**src/hdl/cesr_regs.vh**
```
// Purpose: Constants for the error and status reporting block
// Assumes: 16-bit registers on a plain strobe port
// Notes:   Offsets are byte addresses
`ifndef CESR_REGS_VH
`define CESR_REGS_VH
`define CESR_ADDR_W        8
`define CESR_OFF_STATUS    8'h04
`define CESR_OFF_ERRCNT    8'h08
`define CESR_OFF_CTRL      8'h00
`define CESR_OFF_INTID     8'h10
`define CESR_LEC_NONE      3'h0
`define CESR_LEC_STUFF     3'h1
`define CESR_LEC_FORM      3'h2
`define CESR_LEC_ACK       3'h3
`define CESR_LEC_BIT1      3'h4
`define CESR_LEC_BIT0      3'h5
`define CESR_LEC_CRC       3'h6
`define CESR_LEC_UNUSED    3'h7
`define CESR_WARN_LIMIT    8'h60
`define CESR_PASSIVE_LIMIT 8'h80
`define CESR_INT_STATUS    16'h8000
`define CESR_ERRCNT_RESET  16'h0000
`define CESR_STAT_LEC_HI   2
`define CESR_STAT_TX_SUCCESS_FLAG     3
`define CESR_STAT_RX_SUCCESS_FLAG     4
`define CESR_STAT_ERROR_PASSIVE_FLAG    5
`define CESR_STAT_WARNING_LIMIT_FLAG    6
`define CESR_STAT_BUS_OFF_FLAG     7
`define CESR_CTRL_SIE      2
`define CESR_CTRL_EIE      3
`endif

```
**src/hdl/cesr_error_status.v**
```verilog
// Purpose: Last error code, status flags, status interrupt and error
//          counter register of a CAN controller
// Assumes: Protocol engine supplies one-cycle event pulses and live counts
// Notes:   One clock domain; engine inputs are on sys_clk
//
// Behaviour
// - Stuff error stores code 1
// - Form error stores code 2
// - Unacknowledged transmission stores code 3
// - Sent recessive, saw dominant outside arbitration stores code 4
// - Sent dominant, saw recessive stores code 5
// - Each eleven recessive bits during bus-off recovery stores code 5
// - CRC mismatch stores code 6
// - Software may write 7; kept until a bus event overwrites it
// - Error-free reception or transmission clears the code to 0
// - Bus-off or warning change raises status interrupt when enabled
// - Success flag or code update by hardware raises it when enabled
// - Passive change or software writes never raise the interrupt
// - Reading status clears the pending status interrupt identifier
// - Bit 15 shows receive count at error-passive level
// - Bits 14:8 show live receive error count
// - Bits 7:0 show live transmit error count
// - Error counter register is read-only at 0x08, resets to zero
// - Warning flag when either counter reaches 96
// - Success flags set by hardware, cleared only by software
// - Bus-off flag follows bus-off state
`timescale 1ns/1ps
`default_nettype none
`include "cesr_regs.vh"
module cesr_error_status (
   input  wire        sys_clk,
   input  wire        rst,
   input  wire [7:0]  regAddr,
   input  wire [15:0] regWrData,
   input  wire        regWrStb,
   input  wire        regRdStb,
   output reg  [15:0] regRdData,
   input  wire        stuffErr,
   input  wire        formErr,
   input  wire        missingAckErr,
   input  wire        recessiveMismatchErr,
   input  wire        dominantMismatchErr,
   input  wire        recoveryElevenRecessive,
   input  wire        checksumMismatchErr,
   input  wire        rxDone,
   input  wire        txDone,
   input  wire        busOffState,
   input  wire        errorPassiveState,
   input  wire [7:0]  receiveErrorCount,
   input  wire [7:0]  transmitErrorCount,
   output wire        statusIrq
);

   reg  [2:0]  lastErrorCode_reg;
   reg  [2:0]  lastErrorCode_next;
   reg         rxSuccessFlag_reg;
   reg         txSuccessFlag_reg;
   reg         busOffFlag_reg;
   reg         warningLimitFlag_reg;
   reg         errorPassiveFlag_reg;
   reg         errIntEn_reg;
   reg         statIntEn_reg;
   reg         intPending_reg;
   reg         hwLecUpdate;
   wire        warnNext;
   wire        wrStatus;
   wire        wrCtrl;
   wire        rdStatus;
   wire        errRaise;
   wire        statRaise;
   wire [15:0] statusWord;
   wire [15:0] errCntWord;

   // ------------------------------------------------------------
   // Register decode
   // ------------------------------------------------------------
   function hit;
      input [7:0] a;
      input [7:0] off;
      begin
         hit = (a == off);
      end
   endfunction

   assign wrStatus = regWrStb & hit(regAddr, `CESR_OFF_STATUS);
   assign wrCtrl   = regWrStb & hit(regAddr, `CESR_OFF_CTRL);
   assign rdStatus = regRdStb & hit(regAddr, `CESR_OFF_STATUS);

   // ------------------------------------------------------------
   // Last error code
   // ------------------------------------------------------------
   // Later lines win, so a same-cycle bus event beats a software write
   always @* begin
      lastErrorCode_next = lastErrorCode_reg;
      hwLecUpdate = 1'b0;
      if (wrStatus) begin
         lastErrorCode_next = regWrData[`CESR_STAT_LEC_HI:0];
      end
      if (rxDone | txDone) begin
         lastErrorCode_next = `CESR_LEC_NONE;
         hwLecUpdate = 1'b1;
      end
      if (stuffErr) begin
         lastErrorCode_next = `CESR_LEC_STUFF;
         hwLecUpdate = 1'b1;
      end else if (formErr) begin
         lastErrorCode_next = `CESR_LEC_FORM;
         hwLecUpdate = 1'b1;
      end else if (missingAckErr) begin
         lastErrorCode_next = `CESR_LEC_ACK;
         hwLecUpdate = 1'b1;
      end else if (recessiveMismatchErr) begin
         lastErrorCode_next = `CESR_LEC_BIT1;
         hwLecUpdate = 1'b1;
      end else if (dominantMismatchErr | recoveryElevenRecessive) begin
         lastErrorCode_next = `CESR_LEC_BIT0;
         hwLecUpdate = 1'b1;
      end else if (checksumMismatchErr) begin
         lastErrorCode_next = `CESR_LEC_CRC;
         hwLecUpdate = 1'b1;
      end
   end

   assign warnNext = (receiveErrorCount >= `CESR_WARN_LIMIT) |
                     (transmitErrorCount >= `CESR_WARN_LIMIT);

   // Passive changes feed neither term
   assign errRaise  = errIntEn_reg &
                      ((busOffFlag_reg ^ busOffState) |
                       (warningLimitFlag_reg ^ warnNext));
   assign statRaise = statIntEn_reg &
                      (hwLecUpdate | rxDone | txDone);

   // ------------------------------------------------------------
   // Flags and interrupt
   // ------------------------------------------------------------
   always @(posedge sys_clk or posedge rst) begin
      if (rst) begin
         lastErrorCode_reg    <= `CESR_LEC_NONE;
         rxSuccessFlag_reg    <= 1'b0;
         txSuccessFlag_reg    <= 1'b0;
         busOffFlag_reg       <= 1'b0;
         warningLimitFlag_reg <= 1'b0;
         errorPassiveFlag_reg <= 1'b0;
         errIntEn_reg         <= 1'b0;
         statIntEn_reg        <= 1'b0;
         intPending_reg       <= 1'b0;
      end else begin
         lastErrorCode_reg    <= lastErrorCode_next;
         busOffFlag_reg       <= busOffState;
         warningLimitFlag_reg <= warnNext;
         errorPassiveFlag_reg <= errorPassiveState;
         // Set wins over a software clear in the same cycle
         if (rxDone) begin
            rxSuccessFlag_reg <= 1'b1;
         end else if (wrStatus) begin
            rxSuccessFlag_reg <= regWrData[`CESR_STAT_RX_SUCCESS_FLAG];
         end
         if (txDone) begin
            txSuccessFlag_reg <= 1'b1;
         end else if (wrStatus) begin
            txSuccessFlag_reg <= regWrData[`CESR_STAT_TX_SUCCESS_FLAG];
         end
         if (wrCtrl) begin
            errIntEn_reg  <= regWrData[`CESR_CTRL_EIE];
            statIntEn_reg <= regWrData[`CESR_CTRL_SIE];
         end
         if (errRaise | statRaise) begin
            intPending_reg <= 1'b1;
         end else if (rdStatus) begin
            intPending_reg <= 1'b0;
         end
      end
   end

   assign statusIrq = intPending_reg;

   // ------------------------------------------------------------
   // Read data
   // ------------------------------------------------------------
   assign statusWord = {8'h00, busOffFlag_reg, warningLimitFlag_reg,
                        errorPassiveFlag_reg, rxSuccessFlag_reg,
                        txSuccessFlag_reg, lastErrorCode_reg};
   assign errCntWord = {(receiveErrorCount >= `CESR_PASSIVE_LIMIT),
                        receiveErrorCount[6:0],
                        transmitErrorCount};

   always @(posedge sys_clk or posedge rst) begin
      if (rst) begin
         regRdData <= `CESR_ERRCNT_RESET;
      end else if (regRdStb) begin
         if (hit(regAddr, `CESR_OFF_ERRCNT)) begin
            regRdData <= errCntWord;
         end else if (hit(regAddr, `CESR_OFF_STATUS)) begin
            regRdData <= statusWord;
         end else if (hit(regAddr, `CESR_OFF_CTRL)) begin
            regRdData <= {12'h000, errIntEn_reg, statIntEn_reg, 2'h0};
         end else if (hit(regAddr, `CESR_OFF_INTID)) begin
            regRdData <= intPending_reg ? `CESR_INT_STATUS : 16'h0000;
         end else begin
            regRdData <= 16'h0000;
         end
      end else begin
         regRdData <= 16'h0000;
      end
   end

endmodule // cesr_error_status
`default_nettype wire

```
**config.mk**
```make
export PLATFORM = sky130hd
export DESIGN_NAME = cesr_error_status
export DESIGN_NICKNAME = d
export VERILOG_FILES = /design/src/hdl/cesr_error_status.v
export VERILOG_INCLUDE_DIRS = /design/src /design/src/hdl
export SDC_FILE = /design/constraint.sdc
export NUM_CORES = 1
export LEC_CHECK = 0
export BUFFER_PORTS_ARGS = -buffer_cell sky130_fd_sc_hd__buf_2
export CORE_ASPECT_RATIO = 2
export CORE_MARGIN = 1.5
export CORE_UTILIZATION = 39
export CTS_CLUSTER_DIAMETER = 80
export CTS_CLUSTER_SIZE = 16
export DETAILED_ROUTE_END_ITERATION = 8
export PLACE_DENSITY_LB_ADDON = 0.3
export SYNTH_ARGS = -nofsm -noshare
export SYNTH_HDL_FRONTEND = slang
export SYNTH_SLANG_ARGS = --single-unit
```
**constraint.sdc**
```tcl
create_clock -name sys_clk -period 1.05 [get_ports sys_clk]
set_input_delay 0.21 -clock sys_clk [delete_from_list [all_inputs] [get_ports sys_clk]]
set_output_delay 0.21 -clock sys_clk [all_outputs]
set_load 0.03 [all_outputs]
```
# == Word-level counts from Yosys, hierarchy flattened ==
# Index checks and enable logic that the tools add are counted.
# word_totals
output_inout_bits,17
wordCells,62
inputBits,55
register_bits,27
# op_classes
n_reduce_logical,5
bitwise,14
mux,27
eq_ne,3
order_cmp,3
# ops
operator,count
2-to-1 mux 16 bit,6
2-to-1 mux 3 bit,8
greater-or-equal comparator 8 x 7 -> 1 bit (second input constant),2
2-to-1 mux 1 bit,13
equality test 8 x 3 -> 1 bit (second input constant),1
equality test 8 x 4 -> 1 bit (second input constant),1
equality test 8 x 5 -> 1 bit (second input constant),1
greater-or-equal comparator 8 bit (second input constant),1
logical NOT 8 bit,1
nonzero test 8 bit,1
bitwise OR 1 bit,7
nonzero test 2 bit,3
AND 1 bit,5
XOR 1 bit,2

# == Logic depth before layout (Yosys ltp) ==
# Gate-level depths: netlist of run 1.
# logic_depth
ltp_word,13
ltp_mapped,6
mapped_depth_nobuf,4

# == Worst setup path after synthesis of run 1 ==
# No wires, ideal clock.
# synth_timing
kind,input to register
start,in regAddr[3]
end,reg lastErrorCode_reg[1]
cell_stages,5
setup_ns,0.125
arrival_time_ns,1.137
path_slack_ns,-0.212
t_required_ns,0.925
n_path_buf,1
path_cell_list,buf_6 > nor4b_4 > nand3_2 > nand2b_4 > mux2_2
# synth_between
elab_chain_cells,3
# synth_rtl
item,line_no,rtl
start: declaration,cesr_error_status.v:33,"input wire [7:0] regAddr,"
equality test 8 x 3 -> 1 bit,cesr_error_status.v:81,hit = (a == off);
AND 1 bit,cesr_error_status.v:85,"assign wrStatus = regWrStb & hit(regAddr, `CESR_OFF_STATUS);"
nonzero test 8 bit (no line),n/a,
end signal: assignment,cesr_error_status.v:139,lastErrorCode_reg <= `CESR_LEC_NONE;
end signal: assignment,cesr_error_status.v:149,lastErrorCode_reg <= lastErrorCode_next;
end: declaration,cesr_error_status.v:54,reg [2:0] lastErrorCode_reg;
# Every way passes these cells.
# A chain may end at the register's enable or synchronous reset.

# == Worst setup path in the final report of run 1 ==
# layout_timing
start,reg busOffFlag_reg
end,"reg intPending_reg, in the netlist statusIrq"
# layout_between
elab_chain_cells,5
word_cells_on_any_way,6
cone_classes,mux: 1; bitwise: 4; reduce/logical: 1
# layout_rtl
item,line_no,rtl
start: declaration,cesr_error_status.v:58,reg busOffFlag_reg;
start signal: assignment,cesr_error_status.v:150,busOffFlag_reg <= busOffState;
XOR 1 bit *,cesr_error_status.v:129,((busOffFlag_reg ^ busOffState) |
bitwise OR 1 bit *,cesr_error_status.v:129,
AND 1 bit *,cesr_error_status.v:128,assign errRaise = errIntEn_reg &
bitwise OR 1 bit *,cesr_error_status.v:168,if (errRaise | statRaise) begin
2-to-1 mux 1 bit or nonzero test 2 bit (tied branches),n/a,
end signal: assignment,cesr_error_status.v:147,intPending_reg <= 1'b0;
end signal: assignment,cesr_error_status.v:169,intPending_reg <= 1'b1;
end signal: assignment,cesr_error_status.v:171,intPending_reg <= 1'b0;
end: declaration,cesr_error_status.v:63,reg intPending_reg;
# Mark *: on every way between the ends. The rest lies on a longest branch, timed or not.

==> flow_metrics.tcl, run 1 <==
set metrics [dict create \
    row_count 29 \
    criticalPathCategory "reg2reg" \
    yosys_warnings 0 \
    global_route.usage.total_pct 18.0 \
    cellLeakagePower_nw 0.980 \
    worst_slack_ns -0.144 \
    clockRootBuffer "sky130_fd_sc_hd__clkbuf_8" \
    tritoncts_clock_tree "done" \
    fp.dieArea_um2 3590 \
    wirelength_mm 3.01 \
    startpoint_class_of_the_critical_path "flip-flop" \
    timing.clock.skew_ns 0.00466 \
    cts_num_sinks 27 \
    critical-path-slowest-cell "sky130_fd_sc_hd__dfrtp_1" \
    design_area_um2 1850 \
    drive_above_1_share_pct 54.3 \
    setup_violations 7 \
    portBuffers 60 \
    grt_pass1_vias 1210 \
    totalPowerFinal_mw 2.05 \
    cts-buffers-inserted 3 \
    route.detailed.drc 0 \
    syn-mean-instance-area_um2 11.9 \
    grt_start_max_net_pins 28 \
    synth_area_um2 1260 \
    period_needed_ns 1.19 \
    cap_violations 0 \
    fp.dieH_um 83.3 \
    gr-total-overflow 0 \
    timing.hold.worst.class "in2reg" \
    final_net_count 244 \
    failing_checks "setup timing" \
    post_dr_wirelength_cell_um 13.7 \
    maxSlewHeadroom_pct 77.7 \
    placedInstanceArea_um2 1700 \
    synth.lib_cells_used.distinct 35 \
    crit_path_end_kind "flip-flop" \
    slew_viol_final 0 \
    syn-num-nets 161 \
    reg2reg_slack_ns -0.14 \
    achievable-frequency_mhz 838 \
    post-dp-hpwl_mm 2.40 \
    grt_pass1_wl_mm 4.98 \
    detail_route.first_pass.iterations 6 \
    cts_max_path_buffers 2 \
    cts.htree.levels 1 \
    finalHoldViolations 0 \
    cp_cell_sequence "xor2_1 > nor2b_1 > mux2i_1 > a221o_1" \
    initialDrtViolationCount 29 \
    run_status "complete, but fails checks" \
    rsz_0062_raised_after_global_routing "true" \
    synth_seq_cells 27 \
    grt_antenna_before_repair 0 \
    design.core.area_um2 3120 \
    clk_latency_ns 0.27 \
    syn2layout_area_growth_pct 47.2 \
    dr_total_vias 1116 \
    clkSlewWorstSetupHoldPaths_ns 0.09 \
    worstPathRequired_ns 1.21 \
    max_slew.worst_pin.slew_ns 0.329 \
    synth_seq_area_share_pct 53.8 \
    initial_utilization_pct 40.3 \
    die_x_um 43.1 \
    crit_buf_inv 0 \
    power-per-cell-area_nw_per_um2 1110 \
    filler_cell_count_in_the_final_layout 274 \
    cp_data_arrival_time_ns 1.35 \
    ir_worst_vdd_uv 628 \
    path_delay_family "flip-flops" \
    netlist_instances 106 \
    route.antenna.remaining_nets 0 \
    largest_register_ff_count 16 \
    gp_congestion 0.808 \
    max_stage_delay_ns 0.40 \
    n_antenna_cell 0 \
    min_period_over_period_pct 114 \
    detail_route.vias_per_cell 5.10 \
    number_of_top_level_pins 72 \
    crit_path_max_fanout 2 \
]
-- report_power, final --
group          switching [mW]  leakage (nW)  total, mW  internal [mW]
Combinational           0.177         0.610      0.366          0.190
Clock                   0.320        0.0217      0.589          0.269
Sequential             0.0264         0.348       1.10           1.07
-- final timing paths --
path / from / end / cells past startpoint
min in group asynchronous: rst / regRdData[3] / 4
max in group asynchronous: rst / regRdData[15] / 4
min: errorPassiveState / errorPassiveFlag_reg / 1
max reg2reg: busOffFlag_reg / statusIrq / 4
min reg2reg: errorPassiveFlag_reg / regRdData[5] / 1
max: busOffFlag_reg / statusIrq / 4
-- layout make-up --
| cell class | count | area [um^2] | area share, % |
|---|---|---|---|
| Timing Repair Buffer | 80 | 488 | 26.4 |
| Clock inverter | 1 | 7.51 | 0.406 |
| Tap cell | 31 | 38.8 | 2.10 |
| Multi-Input combinational cell | 71 | 576 | 31.1 |
| Sequential cell | 27 | 676 | 36.5 |
| Clock buffer | 3 | 41.3 | 2.23 |
| Inverter | 6 | 22.5 | 1.22 |
-- synth_stat cells --
master / instances / share of area (%)
sky130_fd_sc_hd__nor4b_4: 1 / 1.9
sky130_fd_sc_hd__nor4b_1: 1 / 0.70
sky130_fd_sc_hd__nor4_4: 1 / 1.7
sky130_fd_sc_hd__nor2b_2: 1 / 0.70
sky130_fd_sc_hd__nand2b_4: 1 / 1.1
sky130_fd_sc_hd__dfrtp_1: 27 / 54
sky130_fd_sc_hd__mux2i_1: 4 / 3.2
sky130_fd_sc_hd__nor2b_1: 1 / 0.50
sky130_fd_sc_hd__inv_1: 6 / 1.8
sky130_fd_sc_hd__buf_6: 3 / 2.7
sky130_fd_sc_hd__a22o_1: 6 / 4.2
sky130_fd_sc_hd__nor2_1: 7 / 2.1
sky130_fd_sc_hd__nor4b_2: 1 / 1.2
sky130_fd_sc_hd__a21boi_0: 1 / 0.60
sky130_fd_sc_hd__xor2_1: 1 / 0.70
sky130_fd_sc_hd__nand2_1: 7 / 2.1
sky130_fd_sc_hd__nand4b_1: 1 / 0.70
sky130_fd_sc_hd__a211oi_1: 1 / 0.60
sky130_fd_sc_hd__o22ai_1: 1 / 0.50
sky130_fd_sc_hd__a21oi_1: 5 / 2.0
sky130_fd_sc_hd__nor2_4: 1 / 0.90
sky130_fd_sc_hd__mux2_2: 2 / 1.8
sky130_fd_sc_hd__and2b_2: 1 / 0.70
sky130_fd_sc_hd__or4_1: 2 / 1.2
sky130_fd_sc_hd__nand3_1: 2 / 0.80
sky130_fd_sc_hd__a221o_1: 1 / 0.80
sky130_fd_sc_hd__a211o_1: 2 / 1.4
sky130_fd_sc_hd__and3_1: 2 / 1.0
sky130_fd_sc_hd__nor4_2: 1 / 1.0
sky130_fd_sc_hd__mux2_1: 1 / 0.90
sky130_fd_sc_hd__nor3_1: 2 / 0.80
sky130_fd_sc_hd__and2_1: 7 / 3.5
sky130_fd_sc_hd__o21ai_0: 2 / 0.80
sky130_fd_sc_hd__nand3_2: 1 / 0.80
sky130_fd_sc_hd__nor4_1: 2 / 1.0
-- cells in the final DEF, fill, tap and decap left out, drive strengths merged, types with 3 or more instances in the layout --
cell and instances:
a21oi 5, a22o 6, and2 7, buf 79, clkbuf 3, dfrtp 27, inv 6, mux2 3
mux2i 4, nand2 7, nand3 3, nor2 9, nor4 4, nor4b 3
-- logic make-up (layout without fill, tap and decap cells) --
family / Yosys count / in the layout / share of synthesized area (%)
AO/OA/AOI/OAI: 19 / 19 / 10.9
XOR/XNOR: 1 / 1 / 0.697
buffers and inverters: 9 / 90 / 4.48
flip-flops: 27 / 27 / 53.8
multiplexers: 7 / 7 / 5.88
AND/OR/NAND/NOR: 43 / 44 / 24.3
-- through the flow --
step	util (%)	hold WS, ns	setup WS (ns)	cells	setup TNS (ns)
finish	59.3	0.0399	-0.144	219	-0.310
CTS	57.9	0.0365	-0.170	219	-0.288
global route	59.3	0.0316	-0.233	219	-0.794
detailed placement	54.4	0.285	-0.396	212	-8.02
floorplan	-	0.241	-0.205	106	-1.53
global placement	54.4	0.276	-0.337	212	-6.49
-- routing by layer --
layer  vias to the layer above  global-route usage (%)  wire length (um)
li1                        539                       -                 -
met1                       522                    17.0               999
met2                        49                    34.5              1760
met3                         6                    2.61               187
met4                         0                    9.09                55
met5                         -                       0                 0
-- timing repair --
item,4_1_cts,5_1_grt
pin swaps,5,3
gates resized for setup,11,12
setup endpoints to repair,20,13
cloned,1,0
buffers inserted,1,0
hold buffers,1,0
endpoints found under the hold margin,27,0
Note: power is estimated with default switching activity, not from simulation.
==> run 2: changes to the inputs <==
- CELL_PAD_IN_SITES_DETAIL_PLACEMENT: unset -> 1
- CELL_PAD_IN_SITES_GLOBAL_PLACEMENT: unset -> 2
- CORE_UTILIZATION: 39 -> 22
==> run 2 against run 1 <==
  * The run still ends with setup timing left
  * Maximum frequency up 0.13%
  * Core utilization down 23 points
  * Clock skew down 0.0014 ns
  * Cell area grew 7.7%
  * Power is 1.3% higher
  * First-iteration DRC count decreased by 45%
  * Critical path depth stayed put
  * Largest power group unchanged
  * Highest routed layer unchanged
==> flow_metrics.tcl, run 2 (synthesis results as in run 1) <==
set metrics [dict create \
    grt_pass1_wl_mm 5.82 \
    clockRootBuffer "sky130_fd_sc_hd__clkbuf_8" \
    seq_area_um2 676 \
    finalHoldViolations 0 \
    detail_route.vias_per_cell 4.65 \
    final_cell_mix "sky130_fd_sc_hd__buf_2 (44), sky130_fd_sc_hd__dfrtp_1 (27), sky130_fd_sc_hd__buf_6 (18)" \
    largest_register_ff_count 16 \
    syn2layout_area_growth_pct 58.6 \
    grt_start_max_net_pins 28 \
    timing.clock.skew_ns 0.00326 \
    row_count 38 \
    power-per-cell-area_nw_per_um2 1040 \
    final_net_count 244 \
    wirelength_mm 3.68 \
    max_stage_delay_ns 0.40 \
    grt_antenna_before_repair 0 \
    timing.hold.worst.class "in2reg" \
    run_status "complete, but fails checks" \
    reg2reg_slack_ns -0.14 \
    initialDrtViolationCount 16 \
    filler_cell_count_in_the_final_layout 638 \
    totalPowerFinal_mw 2.08 \
    post_dr_wirelength_cell_um 14.8 \
    min_period_over_period_pct 114 \
    worst_setup_path_startpoint "busOffFlag_reg" \
    initial_utilization_pct 23.0 \
    cellLeakagePower_nw 1.01 \
    rr_startpoint "busOffFlag_reg" \
    period_needed_ns 1.19 \
    max_slew.worst_pin.slew_ns 0.352 \
    fp.dieH_um 110 \
    criticalPathCategory "reg2reg" \
    n_antenna_cell 0 \
    drive_above_1_share_pct 54.3 \
    cap_violations 0 \
    critical-path-slowest-cell "sky130_fd_sc_hd__dfrtp_1" \
    design_area_um2 1990 \
    worst_slack_ns -0.142 \
    tritoncts_clock_tree "done" \
    finalHoldWorstSlack_ns 0.0371 \
    detail_route.first_pass.iterations 4 \
    clk_latency_ns 0.27 \
    cts_num_sinks 27 \
    achievable-frequency_mhz 839 \
    gr-total-overflow 0 \
    number_of_top_level_pins 72 \
    gp_congestion 0.730 \
    route.detailed.drc 0 \
    cp_data_arrival_time_ns 1.35 \
    failing_checks "setup timing" \
    die_x_um 56.4 \
    worstPathRequired_ns 1.21 \
    maxSlewHeadroom_pct 76.5 \
    portBuffers 60 \
    mostFrequentLayoutCell "sky130_fd_sc_hd__buf_2" \
    critical_path.endpoint "statusIrq" \
    placedInstanceArea_um2 1720 \
    setup_violations 19 \
    crit_path_max_fanout 2 \
    clkSlewWorstSetupHoldPaths_ns 0.10 \
    crit-reg2reg-capture "statusIrq" \
    global_route.usage.total_pct 12.1 \
    place_worst_setup_slack_ns -0.411 \
    slew_viol_final 0 \
    multi_input_area_um2 582 \
    fp.dieArea_um2 6200 \
    place_inst 239 \
    design.core.area_um2 5470 \
    cts.htree.levels 1 \
    cts_max_path_buffers 2 \
    grt_pass1_vias 1306 \
    rsz_0062_raised_after_global_routing "true" \
    ff_to_ff_path_depth 4 \
    dr_total_vias 1153 \
    cts-buffers-inserted 3 \
    ir_worst_vdd_uv 664 \
    instances_no_fill 248 \
    cp_cell_sequence "xor2_1 > nor2b_1 > mux2i_1 > a221o_1" \
    crit_path_end_kind "flip-flop" \
    startpoint_class_of_the_critical_path "flip-flop" \
    post-dp-hpwl_mm 2.96 \
    route.antenna.remaining_nets 0 \
]
## run 2: where the power goes
| part | leakage, nW | switching [mW] | internal [mW] |
|---|---|---|---|
| logic | 0.639 | 0.185 | 0.194 |
| registers | 0.348 | 0.0238 | 1.07 |
| clock network | 0.0217 | 0.337 | 0.269 |
## run 2: worst max-delay path: cells and delay by family, from the launching register on
family / cells / cell delay [ns]
DFF: 1 / 0.40
xor gates and xnor gates: 1 / 0.17
and+or+nand+nor: 1 / 0.11
AOI/OAI and AO/OA: 1 / 0.31
muxes: 1 / 0.09
## run 2: metal layers
metal	routed length [um]	share of wire (%)	vias to the layer above	track usage, %
met2	2280	62	42	25.1
met3	192	5.2	4	2.12
li1	-	-	544	-
met4	55	1.5	0	5.10
met1	1160	31	563	10.8
met5	0	0	-	0
## run 2: final cells by class
cell class              count  share of cell area (%)
flip-flops and latches     27                    33.9
multi-input cells          70                    29.2
repair buffers             81                    29.5
clock inverters             1                   0.377
clock buffers               3                    2.07
inverters                   6                    1.13
well taps                  60                    3.77
## run 2: worst min-delay path by stage
stage,start,endpoint,slack (ns),depth (start not counted)
after floorplan,busOffState,busOffFlag_reg,0.24,0
after global placement,rst,regRdData[2],0.29,3
after detailed placement,rst,regRdData[3],0.30,3
after CTS,errorPassiveState,errorPassiveFlag_reg,0.03,1
after global routing,errorPassiveState,errorPassiveFlag_reg,0.02,1
final,errorPassiveState,errorPassiveFlag_reg,0.04,1
## run 2: stage by stage
| stage | utilization, % | TNS [ns] |
|---|---|---|
| after global placement | 31.4 | -7.01 |
| after floorplan | - | -1.53 |
| final | 36.4 | -0.612 |
| after global routing | 36.4 | -1.66 |
| after CTS | 33.9 | -0.270 |
| after detailed placement | 31.4 | -7.86 |
## run 2: what timing repair did
action / 4_1_cts / 5_1_grt
gates resized for setup: 13 / 47
endpoints found under the setup margin: 20 / 37
gates cloned: 0 / 0
hold buffers: 1 / 0
hold endpoints to repair: 27 / 0
pin swaps: 6 / 3
buffers inserted: 2 / 2
